--- src/rtl/status_pkg.sv ---
// constants, commands and carrier types of the status event aggregator
package status_pkg;
  // bit positions of the standard event register
  localparam int POWER_ON_BIT   = 7;
  localparam int CMD_ERR_BIT    = 5;
  localparam int EXEC_ERR_BIT   = 4;
  localparam int QUERY_ERR_BIT  = 2;
  localparam int OP_DONE_BIT    = 0;
  // bit positions of the status byte
  localparam int OP_SUM_BIT     = 7;
  localparam int MASTER_SUM_BIT = 6;
  localparam int STD_SUM_BIT    = 5;
  localparam int MSG_AVAIL_BIT  = 4;
  // writable and readable bits per register
  localparam logic [7:0] STD_USED_MASK = 8'hB5;
  localparam logic [7:0] OP_USED_MASK  = 8'hFF;
  localparam logic [7:0] SRQ_USED_MASK = 8'hB0;
  localparam logic [7:0] REG_RESET     = 8'h00;
  // decimal weights of the response digits
  localparam int DEC_HUNDRED = 100;
  localparam int DEC_TEN     = 10;

  // commands decoded upstream by the parser
  typedef enum logic [3:0] {
    std_mask_write, std_mask_query, std_flags_read_clear,
    op_enable_write_cmd, op_mask_query, op_event_read_clear_query,
    op_condition_query, srq_mask_write, srq_mask_query,
    status_byte_query, clear_status, op_done_arm, serial_poll
  } cmd_code_t;

  // one command with its decimal parameter already in binary
  typedef struct packed {
    cmd_code_t  code;
    logic [7:0] value;
  } cmd_t;

  // live operation state, bit 7 down to bit 0
  typedef struct packed {
    logic processor_link_error;
    logic trim_data_fault;
    logic autotuner_idle;
    logic fresh_reading;
    logic loop1_slope_done;
    logic loop2_slope_done;
    logic input_overrange;
    logic input_alarm;
  } op_cond_t;

  // decimal digits of a response
  typedef struct packed {
    logic [3:0] hundreds;
    logic [3:0] tens;
    logic [3:0] ones;
  } dec_t;
endpackage

--- src/rtl/status_event_aggregator.sv ---
// status registers, summary bits and service request of the remote port
`timescale 1ns/1ps

module status_event_aggregator (
  input  wire logic               ref_clk,
  input  wire logic               arst_n,
  input  wire logic               cmd_valid,
  input  wire status_pkg::cmd_t   cmd,
  input  wire logic               cmd_error,
  input  wire logic               exec_error,
  input  wire logic               query_error,
  input  wire logic               ops_pending,
  input  wire logic               msg_available,
  input  wire status_pkg::op_cond_t op_cond_pin,
  input  wire logic               alarm_visible_pin,
  output logic                    resp_valid,
  output logic [7:0]              resp_value,
  output status_pkg::dec_t        resp_decimal,
  output logic                    service_request
);
  import status_pkg::*;

  ////////////////////////////////////////////////////////////////////////////
  // helpers

  // binary to three decimal digits
  function automatic dec_t to_decimal(input logic [7:0] v);
    dec_t d;
    d.hundreds = 4'(v / DEC_HUNDRED);
    d.tens     = 4'((v % DEC_HUNDRED) / DEC_TEN);
    d.ones     = 4'(v % DEC_TEN);
    return d;
  endfunction

  // or of event and enable products
  function automatic logic summary(input logic [7:0] ev,
                                   input logic [7:0] en);
    return |(ev & en);
  endfunction

  ////////////////////////////////////////////////////////////////////////////
  // declarations

  logic [8:0] sync1;           // first stage, read by sync2 only
  logic [8:0] sync2;           // second stage
  logic [8:0] sync3;           // third stage
  logic [8:0] live;            // filtered pin state
  logic [7:0] op_live;         // operation condition register
  logic [7:0] op_live_q;       // previous condition, for rise detect
  logic [7:0] std_flags;       // standard event register
  logic [7:0] std_mask;        // standard event enable
  logic [7:0] op_flags;        // operation event register
  logic [7:0] op_mask;         // operation event enable
  logic [7:0] srq_mask;        // service request enable
  logic [7:0] std_set;         // standard events this cycle
  logic [7:0] op_set;          // operation events this cycle
  logic [7:0] status_byte;     // live status byte, master summary in
  logic       std_clr;         // standard register cleared this cycle
  logic       op_clr;          // operation register cleared this cycle
  logic       master_sum;      // master summary
  logic       master_sum_q;    // previous master summary
  logic       rqs;             // request service flag
  logic       pon_pending;     // power-on event not yet logged
  logic       op_done_armed;   // completion command seen
  logic       is_cmd;          // shorthand for a command this cycle
  logic [7:0] next_resp_value; // answer byte of this command
  logic       next_resp_valid; // this command is a query

  assign is_cmd = cmd_valid;

  ////////////////////////////////////////////////////////////////////////////
  // pin synchronisers

  // three stages; a change counts once stages two and three agree,
  // so a single metastable sample never reaches the registers
  always_ff @(posedge ref_clk or negedge arst_n) begin
    if (!arst_n) begin
      sync1 <= '0;
      sync2 <= '0;
      sync3 <= '0;
      live  <= '0;
    end else begin
      sync1 <= {alarm_visible_pin, op_cond_pin};
      sync2 <= sync1;
      sync3 <= sync2;
      live  <= (sync2 & sync3) | (live & (sync2 ^ sync3));
    end
  end

  // alarm only shows while the alarm is set visible
  always_comb begin
    op_live    = live[7:0];
    op_live[0] = live[0] & live[8];
  end

  // previous condition, so an event is its rising edge
  always_ff @(posedge ref_clk or negedge arst_n) begin
    if (!arst_n) begin
      op_live_q <= REG_RESET;
    end else begin
      op_live_q <= op_live;
    end
  end

  ////////////////////////////////////////////////////////////////////////////
  // event sources

  // standard events; power-on logs once after reset release
  always_comb begin
    std_set                = '0;
    std_set[POWER_ON_BIT]  = pon_pending;
    std_set[CMD_ERR_BIT]   = cmd_error;
    std_set[EXEC_ERR_BIT]  = exec_error;
    std_set[QUERY_ERR_BIT] = query_error;
    std_set[OP_DONE_BIT]   = op_done_armed & ~ops_pending;
    op_set                 = op_live & ~op_live_q;
  end

  // a pending flag rather than a strap, so reset holds constants only
  always_ff @(posedge ref_clk or negedge arst_n) begin
    if (!arst_n) begin
      pon_pending <= 1'b1;
    end else begin
      pon_pending <= 1'b0;
    end
  end

  // completion arm; the completion query never reaches this block
  always_ff @(posedge ref_clk or negedge arst_n) begin
    if (!arst_n) begin
      op_done_armed <= 1'b0;
    end else if (is_cmd && cmd.code == op_done_arm) begin
      op_done_armed <= 1'b1;
    end else if (std_set[OP_DONE_BIT] ||
                 (is_cmd && cmd.code == clear_status)) begin
      op_done_armed <= 1'b0;
    end
  end

  ////////////////////////////////////////////////////////////////////////////
  // event registers

  assign std_clr = is_cmd && (cmd.code == std_flags_read_clear ||
                              cmd.code == clear_status);
  assign op_clr  = is_cmd && (cmd.code == op_event_read_clear_query ||
                              cmd.code == clear_status);

  // sticky bits; a set in the clearing cycle wins
  always_ff @(posedge ref_clk or negedge arst_n) begin
    if (!arst_n) begin
      std_flags <= REG_RESET;
    end else begin
      std_flags <= ((std_clr ? REG_RESET : std_flags) | std_set)
                   & STD_USED_MASK;
    end
  end

  // operation events latch rising conditions the same way
  always_ff @(posedge ref_clk or negedge arst_n) begin
    if (!arst_n) begin
      op_flags <= REG_RESET;
    end else begin
      op_flags <= ((op_clr ? REG_RESET : op_flags) | op_set)
                  & OP_USED_MASK;
    end
  end

  ////////////////////////////////////////////////////////////////////////////
  // enable registers, the only writable ones

  // whole-mask writes; unused bits are dropped on entry
  always_ff @(posedge ref_clk or negedge arst_n) begin
    if (!arst_n) begin
      std_mask <= REG_RESET;
      op_mask  <= REG_RESET;
      srq_mask <= REG_RESET;
    end else if (is_cmd) begin
      case (cmd.code)
        std_mask_write:
          std_mask <= cmd.value & STD_USED_MASK;
        op_enable_write_cmd:
          op_mask <= cmd.value & OP_USED_MASK;
        srq_mask_write:
          srq_mask <= cmd.value & SRQ_USED_MASK;
        default: ;
      endcase
    end
  end

  ////////////////////////////////////////////////////////////////////////////
  // status byte and service request

  // summaries are combinational, nothing here latches
  always_comb begin
    status_byte                 = '0;
    status_byte[OP_SUM_BIT]     = summary(op_flags, op_mask);
    status_byte[STD_SUM_BIT]    = summary(std_flags, std_mask);
    status_byte[MSG_AVAIL_BIT]  = msg_available;
    master_sum                  = summary(status_byte, srq_mask);
    status_byte[MASTER_SUM_BIT] = master_sum;
  end

  // request rises with the master summary; rise wins over a poll
  always_ff @(posedge ref_clk or negedge arst_n) begin
    if (!arst_n) begin
      master_sum_q <= 1'b0;
      rqs          <= 1'b0;
    end else begin
      master_sum_q <= master_sum;
      if (master_sum && !master_sum_q) begin
        rqs <= 1'b1;
      end else if (is_cmd && cmd.code == serial_poll) begin
        rqs <= 1'b0;
      end
    end
  end

  assign service_request = rqs;

  ////////////////////////////////////////////////////////////////////////////
  // query answers

  // pick the answer; writes, clear and arm give none
  always_comb begin
    next_resp_value = REG_RESET;
    next_resp_valid = is_cmd;
    case (cmd.code)
      std_mask_query:            next_resp_value = std_mask;
      std_flags_read_clear:      next_resp_value = std_flags;
      op_mask_query:             next_resp_value = op_mask;
      op_event_read_clear_query: next_resp_value = op_flags;
      op_condition_query:        next_resp_value = op_live;
      srq_mask_query:            next_resp_value = srq_mask;
      status_byte_query:         next_resp_value = status_byte;
      serial_poll: begin
        next_resp_value                 = status_byte;
        next_resp_value[MASTER_SUM_BIT] = rqs;
      end
      default:                   next_resp_valid = 1'b0;
    endcase
  end

  // answer one cycle after the command, value and decimal digits
  always_ff @(posedge ref_clk or negedge arst_n) begin
    if (!arst_n) begin
      resp_valid   <= 1'b0;
      resp_value   <= REG_RESET;
      resp_decimal <= '0;
    end else begin
      resp_valid <= next_resp_valid;
      if (next_resp_valid) begin
        resp_value   <= next_resp_value;
        resp_decimal <= to_decimal(next_resp_value);
      end
    end
  end
endmodule // status_event_aggregator

--- config.mk ---
export PLATFORM = sky130hd
export DESIGN_NAME = status_event_aggregator
export DESIGN_NICKNAME = d
export VERILOG_FILES = /design/src/rtl/status_pkg.sv /design/src/rtl/status_event_aggregator.sv
export SDC_FILE = /design/constraint.sdc
export NUM_CORES = 1
export LEC_CHECK = 0
export BUFFER_PORTS_ARGS = -buffer_cell sky130_fd_sc_hd__buf_2
export CORE_UTILIZATION = 65
export DETAILED_ROUTE_END_ITERATION = 10
export PLACE_DENSITY = 0.93
export RECOVER_POWER = 25
export SYNTH_ARGS = -nofsm -noshare
export SYNTH_HDL_FRONTEND = slang
export SYNTH_SLANG_ARGS = --single-unit
--- constraint.sdc ---
create_clock -name ref_clk -period 11.41 [get_ports ref_clk]
set_input_delay 0.5705 -clock ref_clk [delete_from_list [all_inputs] [get_ports ref_clk]]
set_output_delay 0.5705 -clock ref_clk [all_outputs]
set_load 0.02 [all_outputs]
After elaboration in Yosys (flattened, before gate mapping):

Index checks and enable logic that the tools add are counted.

* bits in registers: 98
* output and inout bits: 22
* bits of input ports: 29

* eq/ne operators: 12
* muxes and demuxes: 8
* reductions and logical operators: 20
* bitwise logic cells: 14
* divide/modulo/power cells: 4

Operators with widths (count)
* 8-bit case mux with 8 select lines: 1
* 8-bit AND: 4
* 32-bit by 4-bit divider with 32-bit output (second input constant): 1
* 8-bit by 7-bit divider with 32-bit output (second input constant): 1
* 8-bit by 4-bit modulo with 32-bit output (second input constant): 1
* 8-bit by 7-bit modulo with 32-bit output (second input constant): 1
* 8-bit OR reduction: 4
* 4-bit == test (second input constant): 5
* 9-bit AND: 2
* 4-bit by 3-bit == test with 1-bit output (second input constant): 4
* 8-bit two-way mux: 2
* 8-bit bitwise OR: 2
* 9-bit bitwise OR: 1
* 9-bit bitwise XOR: 1
* 4-bit by 2-bit == test with 1-bit output (second input constant): 2
* 8-bit inverter: 1
* 1-bit logical AND: 6
* 2-bit AND reduction: 3
* 1-bit two-way mux: 5
* 4-bit by 1-bit == test with 1-bit output (second input constant): 1
* 4-bit logical NOT: 1
* 2-bit nonzero test: 2
* 1-bit logical OR: 3
* 1-bit AND: 2
* 2 further kinds: 2

Longest topological paths before layout:

Gate-level depths: netlist of the first run.

* depth after elaboration: 7
* gate-level depth with buffers: 28
* gate-level depth less buffers: 22

Worst setup path before layout of the first run:

No wires, ideal clock.

* kind: input to register
* from: input cmd[10] in the netlist's numbering
* to: register resp_decimal[4] in the netlist's numbering
* stages: 25
* setup time: 138 ps
* setup slack: 6112 ps
* arrival: 5160 ps
* data required time: 11272 ps
* cell sequence: buf_2 -> buf_6 -> buf_2 -> nand2_1 -> o221a_2 -> o21ai_1 -> buf_2 -> inv_1 -> ha_1 -> inv_1 -> o211ai_1 -> a21oi_1 -> inv_1 -> ha_1 -> o41ai_1 -> a21oi_1 -> or4_4 -> nor3_1 -> a31oi_1 -> and3_2 -> or3_1 -> o211ai_1 -> o21ai_2 -> o2111ai_1 -> o211ai_1

* longest elaborated chain between the ends: 4
* elaborated cells between the ends (all ways): 13

RTL lines
* from (decl): line status_event_aggregator.sv:8 `input wire status_pkg::cmd_t cmd,`
* 4-bit == test, or another cell as far along: line status_event_aggregator.sv:227 `case (cmd.code)`
* 8-bit case mux with 8 select lines: line status_event_aggregator.sv:227
* 8-bit by 7-bit modulo with 32-bit output: line status_event_aggregator.sv:30 `d.tens = 4'((v % DEC_HUNDRED) / DEC_TEN);`
* 32-bit by 4-bit divider with 32-bit output: line status_event_aggregator.sv:30
* to (signal assigned): line status_event_aggregator.sv:253 `resp_decimal <= to_decimal(next_resp_value);`
* to (decl): line status_event_aggregator.sv:18 `output status_pkg::dec_t resp_decimal,`

Several ways; a longest one is shown, not always the timed one.
A chain may end at the register's enable or synchronous reset.

Final worst setup path of the first run:

* from: input cmd[9] in the netlist's numbering
* to: register resp_decimal[4] in the netlist's numbering

Same word-level chain as after synthesis.

==> results of run 1 <==
==> final cells by class <==
cell class | count | area share [%]
Inverter | 29 | 1.828
Tap cell | 105 | 2.206
Timing Repair Buffer | 52 | 4.517
Sequential cell | 95 | 39.94
Clock inverter | 5 | 1.113
Multi-Input combinational cell | 407 | 48.19
Clock buffer | 11 | 2.206
==> worst register-to-register path, cell delays in order (launching register included) <==
cell	delay [ns]
dfrtp_1	0.42
a222oi_1	0.50
nand2_1	0.18
a2111oi_4	0.72
inv_2	0.22
a21oi_2	0.27
a21oi_1	0.15
inv_1	0.08
ha_1	0.24
or4b_4	0.53
o21ai_4	0.24
a21oi_1	0.11
mux2i_1	0.72
o211ai_1	0.21
o21bai_1	0.19
and3_2	0.31
or3_1	0.42
o211ai_1	0.13
o21ai_2	0.09
o2111ai_1	0.18
o211ai_1	0.12
==> worst paths after layout <==
kind / cells past startpoint / startpoint / slack, ns / end
max in group asynchronous: 2 / arst_n / 9.69 / sync2[3]
max reg2reg: 20 / std_flags[4] / 5.28 / resp_decimal[4]
min in group ref_clk: 1 / op_cond_pin[0] / 0.30 / sync1[0]
min reg2reg: 0 / sync1[5] / 0.35 / sync2[5]
max: 22 / cmd[9] / 5.20 / resp_decimal[4]
min: 1 / arst_n / 0.25 / resp_value[2]
==> cells in the final DEF, fill, tap and decap left out, types with 5 or more instances in the layout <==
cell      netlist  routed
nand2b_1       12      12
buf_2          10      47
nand3_1        16      16
a22oi_1         8       8
mux2_2         20      20
nor3_1         14      14
ha_1           16      16
or3_1           8       8
nand2_1        62      62
nor2_1         19      19
o21ai_1        11      11
a31oi_1         8       8
clkbuf_8        0       9
o21ai_0        33      33
a21o_1         14      14
inv_1          27      27
xnor2_1         8       8
dfrtp_1        94      94
a21oi_1        20      20
o211ai_1        8       8
and2_1          5       5
mux2i_1        14      14
nand3b_1        5       5
==> routing by layer <==
metal,vias to the layer above,routed length (um)
met5,-,0
met4,0,255
met3,24,765
met2,213,6292
met1,2246,5139
li1,2124,-
==> registers in the layout, summed over array words and instances, names as in the netlist <==
name / count
std_flags: 5
resp_decimal: 10
master_sum_q: 1
sync3: 9
srq_mask: 3
live: 9
op_flags: 8
service_request: 1
op_mask: 8
sync1: 9
op_live_q: 8
pon_pending: 1
std_mask: 5
resp_valid: 1
op_done_armed: 1
resp_value: 7
sync2: 9
==> power by group <==
group,switching [mW],leakage [nW],internal (mW),total [mW]
registers,0.0351,1.12,0.387,0.422
clock network,0.123,0.0961,0.104,0.228
logic,0.224,1.48,0.147,0.371
==> metrics by stage <==
stage          hold slack, ns  cells  area, um2  worst slack [ns]
2_1_floorplan          0.2749    559       5509             6.112
3_3_place_gp           0.3330    688       5762             5.197
3_5_place_dp           0.3347    688       5762             4.903
4_1_cts               0.01725    704       5959             5.279
5_1_grt                0.2770    704       5956             4.732
6_report               0.2532    704       5956             5.198
==> kinds of logic (layout without fill, tap and decap cells) <==
family                   Yosys count  after routing
AND/OR/NAND/NOR                  173            173
AO/OA/AOI/OAI                    164            164
flip-flops                        95             95
buffers and inverters             57             97
multiplexers                      35             35
adder cells (fa/ha/maj)           19             19
XOR/XNOR                          13             13
other                              1              3
==> metrics, run 1 <==
worst-margin pin slew 1.268 ns; max_cap viols 0; M1 GR Usage 38.11%; largest net degree at the start of global routing 81; Max FO, Critical Path 24; DR iter-0 viols 295; fin util 72.48%; placer's final routability congestion estimate 0.9230; CTS resizes 0; Sum Neg Setup Slack 0 ns; drt drc 0; CTS max path bufs 2; Slew HR 14.81%; post-synthesis sequential area ratio between 40% and 50%; nets@finish 639; Initial Util 66.96%; area leader, netlist dfrtp_1; count of final setup violators 0; Main synth FF type dfrtp_1; Worst Path Arrival approximately 6.5 ns; initial antenna violation count 0; CTS Hold Buffers Added 0; Post-Synth XOR/XNOR Area 2.684%; outcome finished, final reports clean; fin crit share 54.45%; Worst Hold Class in2async; footprint of the multi-input gates 2870 um2; adder-cell share of the synthesized area 4.207%; # H-tree levels 3; VDD IR max 0.1101 mV; Synth Area in Compound Gates between 20% and 30%; mux cell area share after synthesis 6.846%; GR Layer Usage met2 51.40%; Cells after Synth 557; final hold violation count 0; CTS tree built; Die W 94 um; cell mode on critical path o211ai_1; vias post-DR 4607; LEAKAGE 2.702 nW; WL per Instance approximately 18 um; skew final 0.01239 ns; cts bufs inserted 9; vias per cell ~6.5; total grt overflow 0; P per Cell Area 171.4 nW/um2; core area 8217 um2; number of global-route vias before repair between 4000 and 5000; sum of buffers and inverters on the critical path 4; post-CTS setup buffer count 0; Clock transition at path regs about 0.1 ns; Synth Cell Area about 5500 um2; Reg area roughly 2400 um2; clk sinks 95; Area Overhead vs Synth 8.256%; Fmax 161.0 MHz; M3 GR Usage 5.987%; final WL 12450 um; clock root buffer clkbuf_8; PortBufs 48; Routed Antenna Nets 0; worst setup path class in2reg; slowest cell on the critical path mux2i_1; placed wire-length estimate 9067 um; share of layout cells above drive strength 1 18.86%; Tot GR Track Use 30.07%; FFs w/ async S/R, synth 100.0%; ranking of synthesized cells by area dfrtp_1 43%, nand2_1 4.2%, mux2_2 4.1%, ha_1 3.6%, o21ai_0 3.0%; first-pass GRT wire length 20440 um; largest family of logic cells by synthesized area compound AO/OA/AOI/OAI gates; # fillers just over 600; Tmin final 6.212 ns; Top delay family on crit path compound AO/OA/AOI/OAI gates; Diodes inserted 0; Critical Path RT around 12 ns; most used routing layer met2; top cell type's share of synthesized area 42.76%; RSZ-0062 raised after global routing false; Top Ports 51; final-report max-slew violation count 0; total die area between 8000 and 9000 um2; Std-Cell Rows 33; Synth warnings 0; overall power after layout between 1 and 1.5 mW; Die Height between 90 and 100 um; Unique masters post-synth 92; Yosys reg bits between 90 and 100; EDFF count, synth 0; delay of the slowest cell on the worst path 0.72 ns; crit path launch type primary input; CP cell instances buf_2 -> or3b_2 -> o32a_1 -> o21ai_1 -> inv_1 -> ha_1 -> inv_1 -> o211ai_1 -> a21oi_1 -> inv_1 -> ha_1 -> o21ai_4 -> a21oi_1 -> mux2i_1 -> o211ai_1 -> o21bai_1 -> and3_2 -> or3_1 -> o211ai_1 -> o21ai_2 -> o2111ai_1 -> o211ai_1; drt first pass iters 5; syn_area_per_cell 9.877 um2; Critical Path End Type register; Clk Latency, worst-skew pair about 0.37 ns; Synth top cells by count 94 x dfrtp_1, 62 x nand2_1, 33 x o21ai_0; post-synthesis simple-gate area fraction 16.58%; most frequent cell after synthesis dfrtp_1
(Power assumes the default switching activity.)
==> run 2: changes to the inputs <==
Settings changed: ABC_AREA set to 1, CORE_UTILIZATION 65 to 60, PLACE_DENSITY 0.93 to 0.88.
Clock period 11.41 ns to 6.4 ns, I/O delays scaled along.
==> run 2 against run 1 <==
Net effect:
- the run now ends with capacitance limit, slew limit left
- utilization fell by 3.9 points
- die area grew 7.1%
- clock power rose by 72%
- global-route usage decreased by 2.8 points
- critical path type is now reg2reg
- largest cell class unchanged
- highest routed layer unchanged
==> metrics, run 2 <==
outcome finished, violations left (was finished, final reports clean); failing checks capacitance limit, slew limit; Tmin final 5.057 ns; post-synthesis sequential area ratio 43.66% (was 43.23%); post-synthesis simple-gate area fraction 31.86% (was 16.58%); Psw 0.7990 mW (was 0.3826 mW); cts bufs inserted 9 (unchanged); Synth warnings 0 (unchanged); core area 8763 um2 (was 8217 um2); initial antenna violation count 0 (unchanged); delay of the slowest cell on the worst path 0.42 ns (was 0.72 ns); placed wire-length estimate 9246 um (was 9067 um); largest net degree at the start of global routing 57 (was 81); Routed Antenna Nets 0 (unchanged); slowest cell on the critical path dfrtp_1 (was mux2i_1); # H-tree levels 3 (unchanged); skew final 0.01085 ns (was 0.01239 ns); worst-margin pin slew 1.938 ns (was 1.268 ns); ranking of synthesized cells by area dfrtp_1 43%, nand2_1 12%, inv_1 5.9%, nand3_1 5.3%, ha_1 3.7% (was dfrtp_1 43%, nand2_1 4.2%, mux2_2 4.1%, ha_1 3.6%, o21ai_0 3.0%); VDD IR max 0.2089 mV (was 0.1101 mV); sum of buffers and inverters on the critical path 7 (was 4); Sum Neg Setup Slack 0 ns (unchanged); Synth Cell Area 5448 um2 (was 5502 um2); Final Cell Area 6008 um2 (was 5956 um2); Worst Path Arrival 5.33 ns (was 6.46 ns); Synth Area in Compound Gates 9.761% (was 21.65%); EDFF count, synth 0 (unchanged); Comb pwr share 40.4% (was 36.4%); Slew HR -29.20% (was 14.81%); largest family of logic cells by synthesized area simple AND/OR/NAND/NOR gates (was compound AO/OA/AOI/OAI gates); Fmax 197.8 MHz; final-report max-slew violation count 41 (was 0); syn_area_per_cell 7.941 um2 (was 9.877 um2); final hold violation count 0 (unchanged); max_cap viols 1 (was 0); total die area 9464 um2 (was 8836 um2); most frequent cell after synthesis nand2_1 (was dfrtp_1); adder-cell share of the synthesized area 3.675% (was 4.207%); Die W 97.29 um (was 94 um); cell mode on critical path nand2_1 (was o211ai_1); drt drc 0 (unchanged); Area after DPL 5802 um2 (was 5762 um2); Std-Cell Rows 34 (was 33); Max FO, Critical Path 12 (was 24); Reg area 2379 um2 (unchanged); Die Height 97.29 um (was 94 um); setup ws final 1.343 ns (was 5.198 ns); worst slack, placed 1.117 ns (was 4.903 ns); PortBufs 48 (unchanged); CTS max path bufs 2 (unchanged); Diodes inserted 0 (unchanged); Area Overhead vs Synth 10.29% (was 8.256%); number of global-route vias before repair 4609 (was 4288); commonest cells after routing, fill and taps aside 180 x nand2_1, 94 x dfrtp_1, 85 x inv_1 (was 94 x dfrtp_1, 62 x nand2_1, 47 x buf_2); Main synth FF type dfrtp_1 (unchanged); max FFs per register 10 (unchanged); Initial Util 62.16% (was 66.96%); P per Cell Area 318.6 nW/um2 (was 171.4 nW/um2); Post-Synth XOR/XNOR Area 1.929% (was 2.684%); clock root buffer clkbuf_8 (unchanged); placer's final routability congestion estimate 0.9316 (was 0.9230); crit path launch type register (was primary input); count of final setup violators 0 (unchanged); commonest non-fill, non-tap cell in the layout nand2_1 (was dfrtp_1); Clock Power Share 20.5% (was 22.3%); total grt overflow 0 (unchanged); clk sinks 95 (unchanged); share of layout cells above drive strength 1 22.19% (was 18.86%); # fillers 705 (was 608); worst setup path class reg2reg (was in2reg); fin crit share between 70% and 80%; nets@finish 788 (was 639); WL per Instance 13.96 um (was 17.69 um); Critical Path RT 6.67 ns (was 11.65 ns); sequential share of power 39.1% (was 41.3%); Clk Latency, worst-skew pair 0.37 ns (about the same); first-pass GRT wire length 20930 um (was 20440 um); Synth top cells by count 180 x nand2_1, 94 x dfrtp_1, 85 x inv_1 (was 94 x dfrtp_1, 62 x nand2_1, 33 x o21ai_0); mux cell area share after synthesis 0.4134% (was 6.846%); Int Power 1.115 mW (was 0.6384 mW); area leader, netlist dfrtp_1 (unchanged); Top reg by flops resp_decimal (unchanged); LEAKAGE 3.350 nW (was 2.702 nW); CTS tree built (unchanged); Sw Share 41.74% (was 37.47%); drt first pass iters 5 (unchanged); top cell type's share of synthesized area 43.18% (was 42.76%); final WL 11950 um (was 12450 um); DR iter-0 viols 304 (was 295); FFs w/ async S/R, synth 100.0% (unchanged); Unique masters post-synth 47 (was 92); Clock transition at path regs 0.10 ns (about the same); RSZ-0062 raised after global routing false (unchanged); Worst Hold Class in2reg (was in2async); Tot GR Track Use 27.28% (was 30.07%); Critical Path End Type register (unchanged); Top Ports 51 (unchanged); Top delay family on crit path simple AND/OR/NAND/NOR gates (was compound AO/OA/AOI/OAI gates); vias post-DR 4704 (was 4607); footprint of the multi-input gates 2606 um2 (was 2870 um2); Yosys reg bits 95 (unchanged); Cells after Synth 686 (was 557); vias per cell 5.495 (was 6.544)
[run 2: timing repair]
action,4_1_cts,5_1_grt
setup buffers,0,0
hold buffers,1,0
hold endpoints to repair,39,0
gates resized for setup,0,0
[run 2: final cells by class]
type,instances,share of cell area (%)
Clock buffer,10,2.291
Clock inverter,6,1.041
Tap cell,108,2.249
Inverter,111,7.060
Timing Repair Buffer,51,4.394
Sequential cell,95,39.59
Multi-Input combinational cell,475,43.38
[run 2: worst register-to-register path, delay by kind of cell, from the launching register on]
| family | cells | cell delay (ns) |
|---|---|---|
| fa+ha+maj | 1 | 0.24 |
| buf+inv | 7 | 0.57 |
| simple gates | 36 | 3.44 |
| flops | 1 | 0.42 |
| compound gates | 1 | 0.29 |
[run 2: path summary, 6_finish.rpt]
check	start	endpoint	slack, ns	cells after the start
worst max-delay path	live[3]	resp_decimal[4]	1.34	45
worst min-delay path	op_cond_pin[0]	sync1[0]	0.05	1
worst max register to register	live[3]	resp_decimal[4]	1.34	45
worst min register to register	sync1[6]	sync2[6]	0.36	0
max in group asynchronous	arst_n	op_flags[6]	3.79	3
min in group asynchronous	arst_n	sync2[5]	1.02	2
[run 2: power by group through the flow]
stage	clock network, mW	logic [mW]	registers, mW
floorplan	0	0.553	0.783
global placement	0	0.730	0.754
detailed placement	0	0.762	0.758
CTS	0.402	0.768	0.747
global route	0.422	0.875	0.757
finish	0.392	0.773	0.749
[run 2: through the flow]
stage	util (%)	cells	hold WS (ns)	power, mW
2_1_floorplan	-	688	0.02441	1.336
3_3_place_gp	66.21	839	0.3006	1.484
3_5_place_dp	66.21	839	0.3066	1.520
4_1_cts	68.60	856	0.03821	1.917
5_1_grt	68.56	856	0.02508	2.054
6_report	68.56	856	0.04911	1.914
[run 2: cells by family (layout without fill, tap and decap cells)]
kind of cell	after synthesis	in the layout
simple gates	360	360
buf+inv	118	178
flops	95	95
compound gates	82	82
fa+ha+maj	16	16
xor+xnor	12	12
mux	2	2
other cells	1	3
[run 2: layer usage]
layer / GRT usage (%) / share of wire [%] / up-vias / wire, um
li1: - / - / 2288 / -
met1: 35.59 / 44 / 2250 / 5305
met2: 45.83 / 49 / 141 / 5796
met3: 4.604 / 4.9 / 25 / 584
met4: 10.29 / 2.2 / 0 / 260
met5: 0 / 0 / - / 0
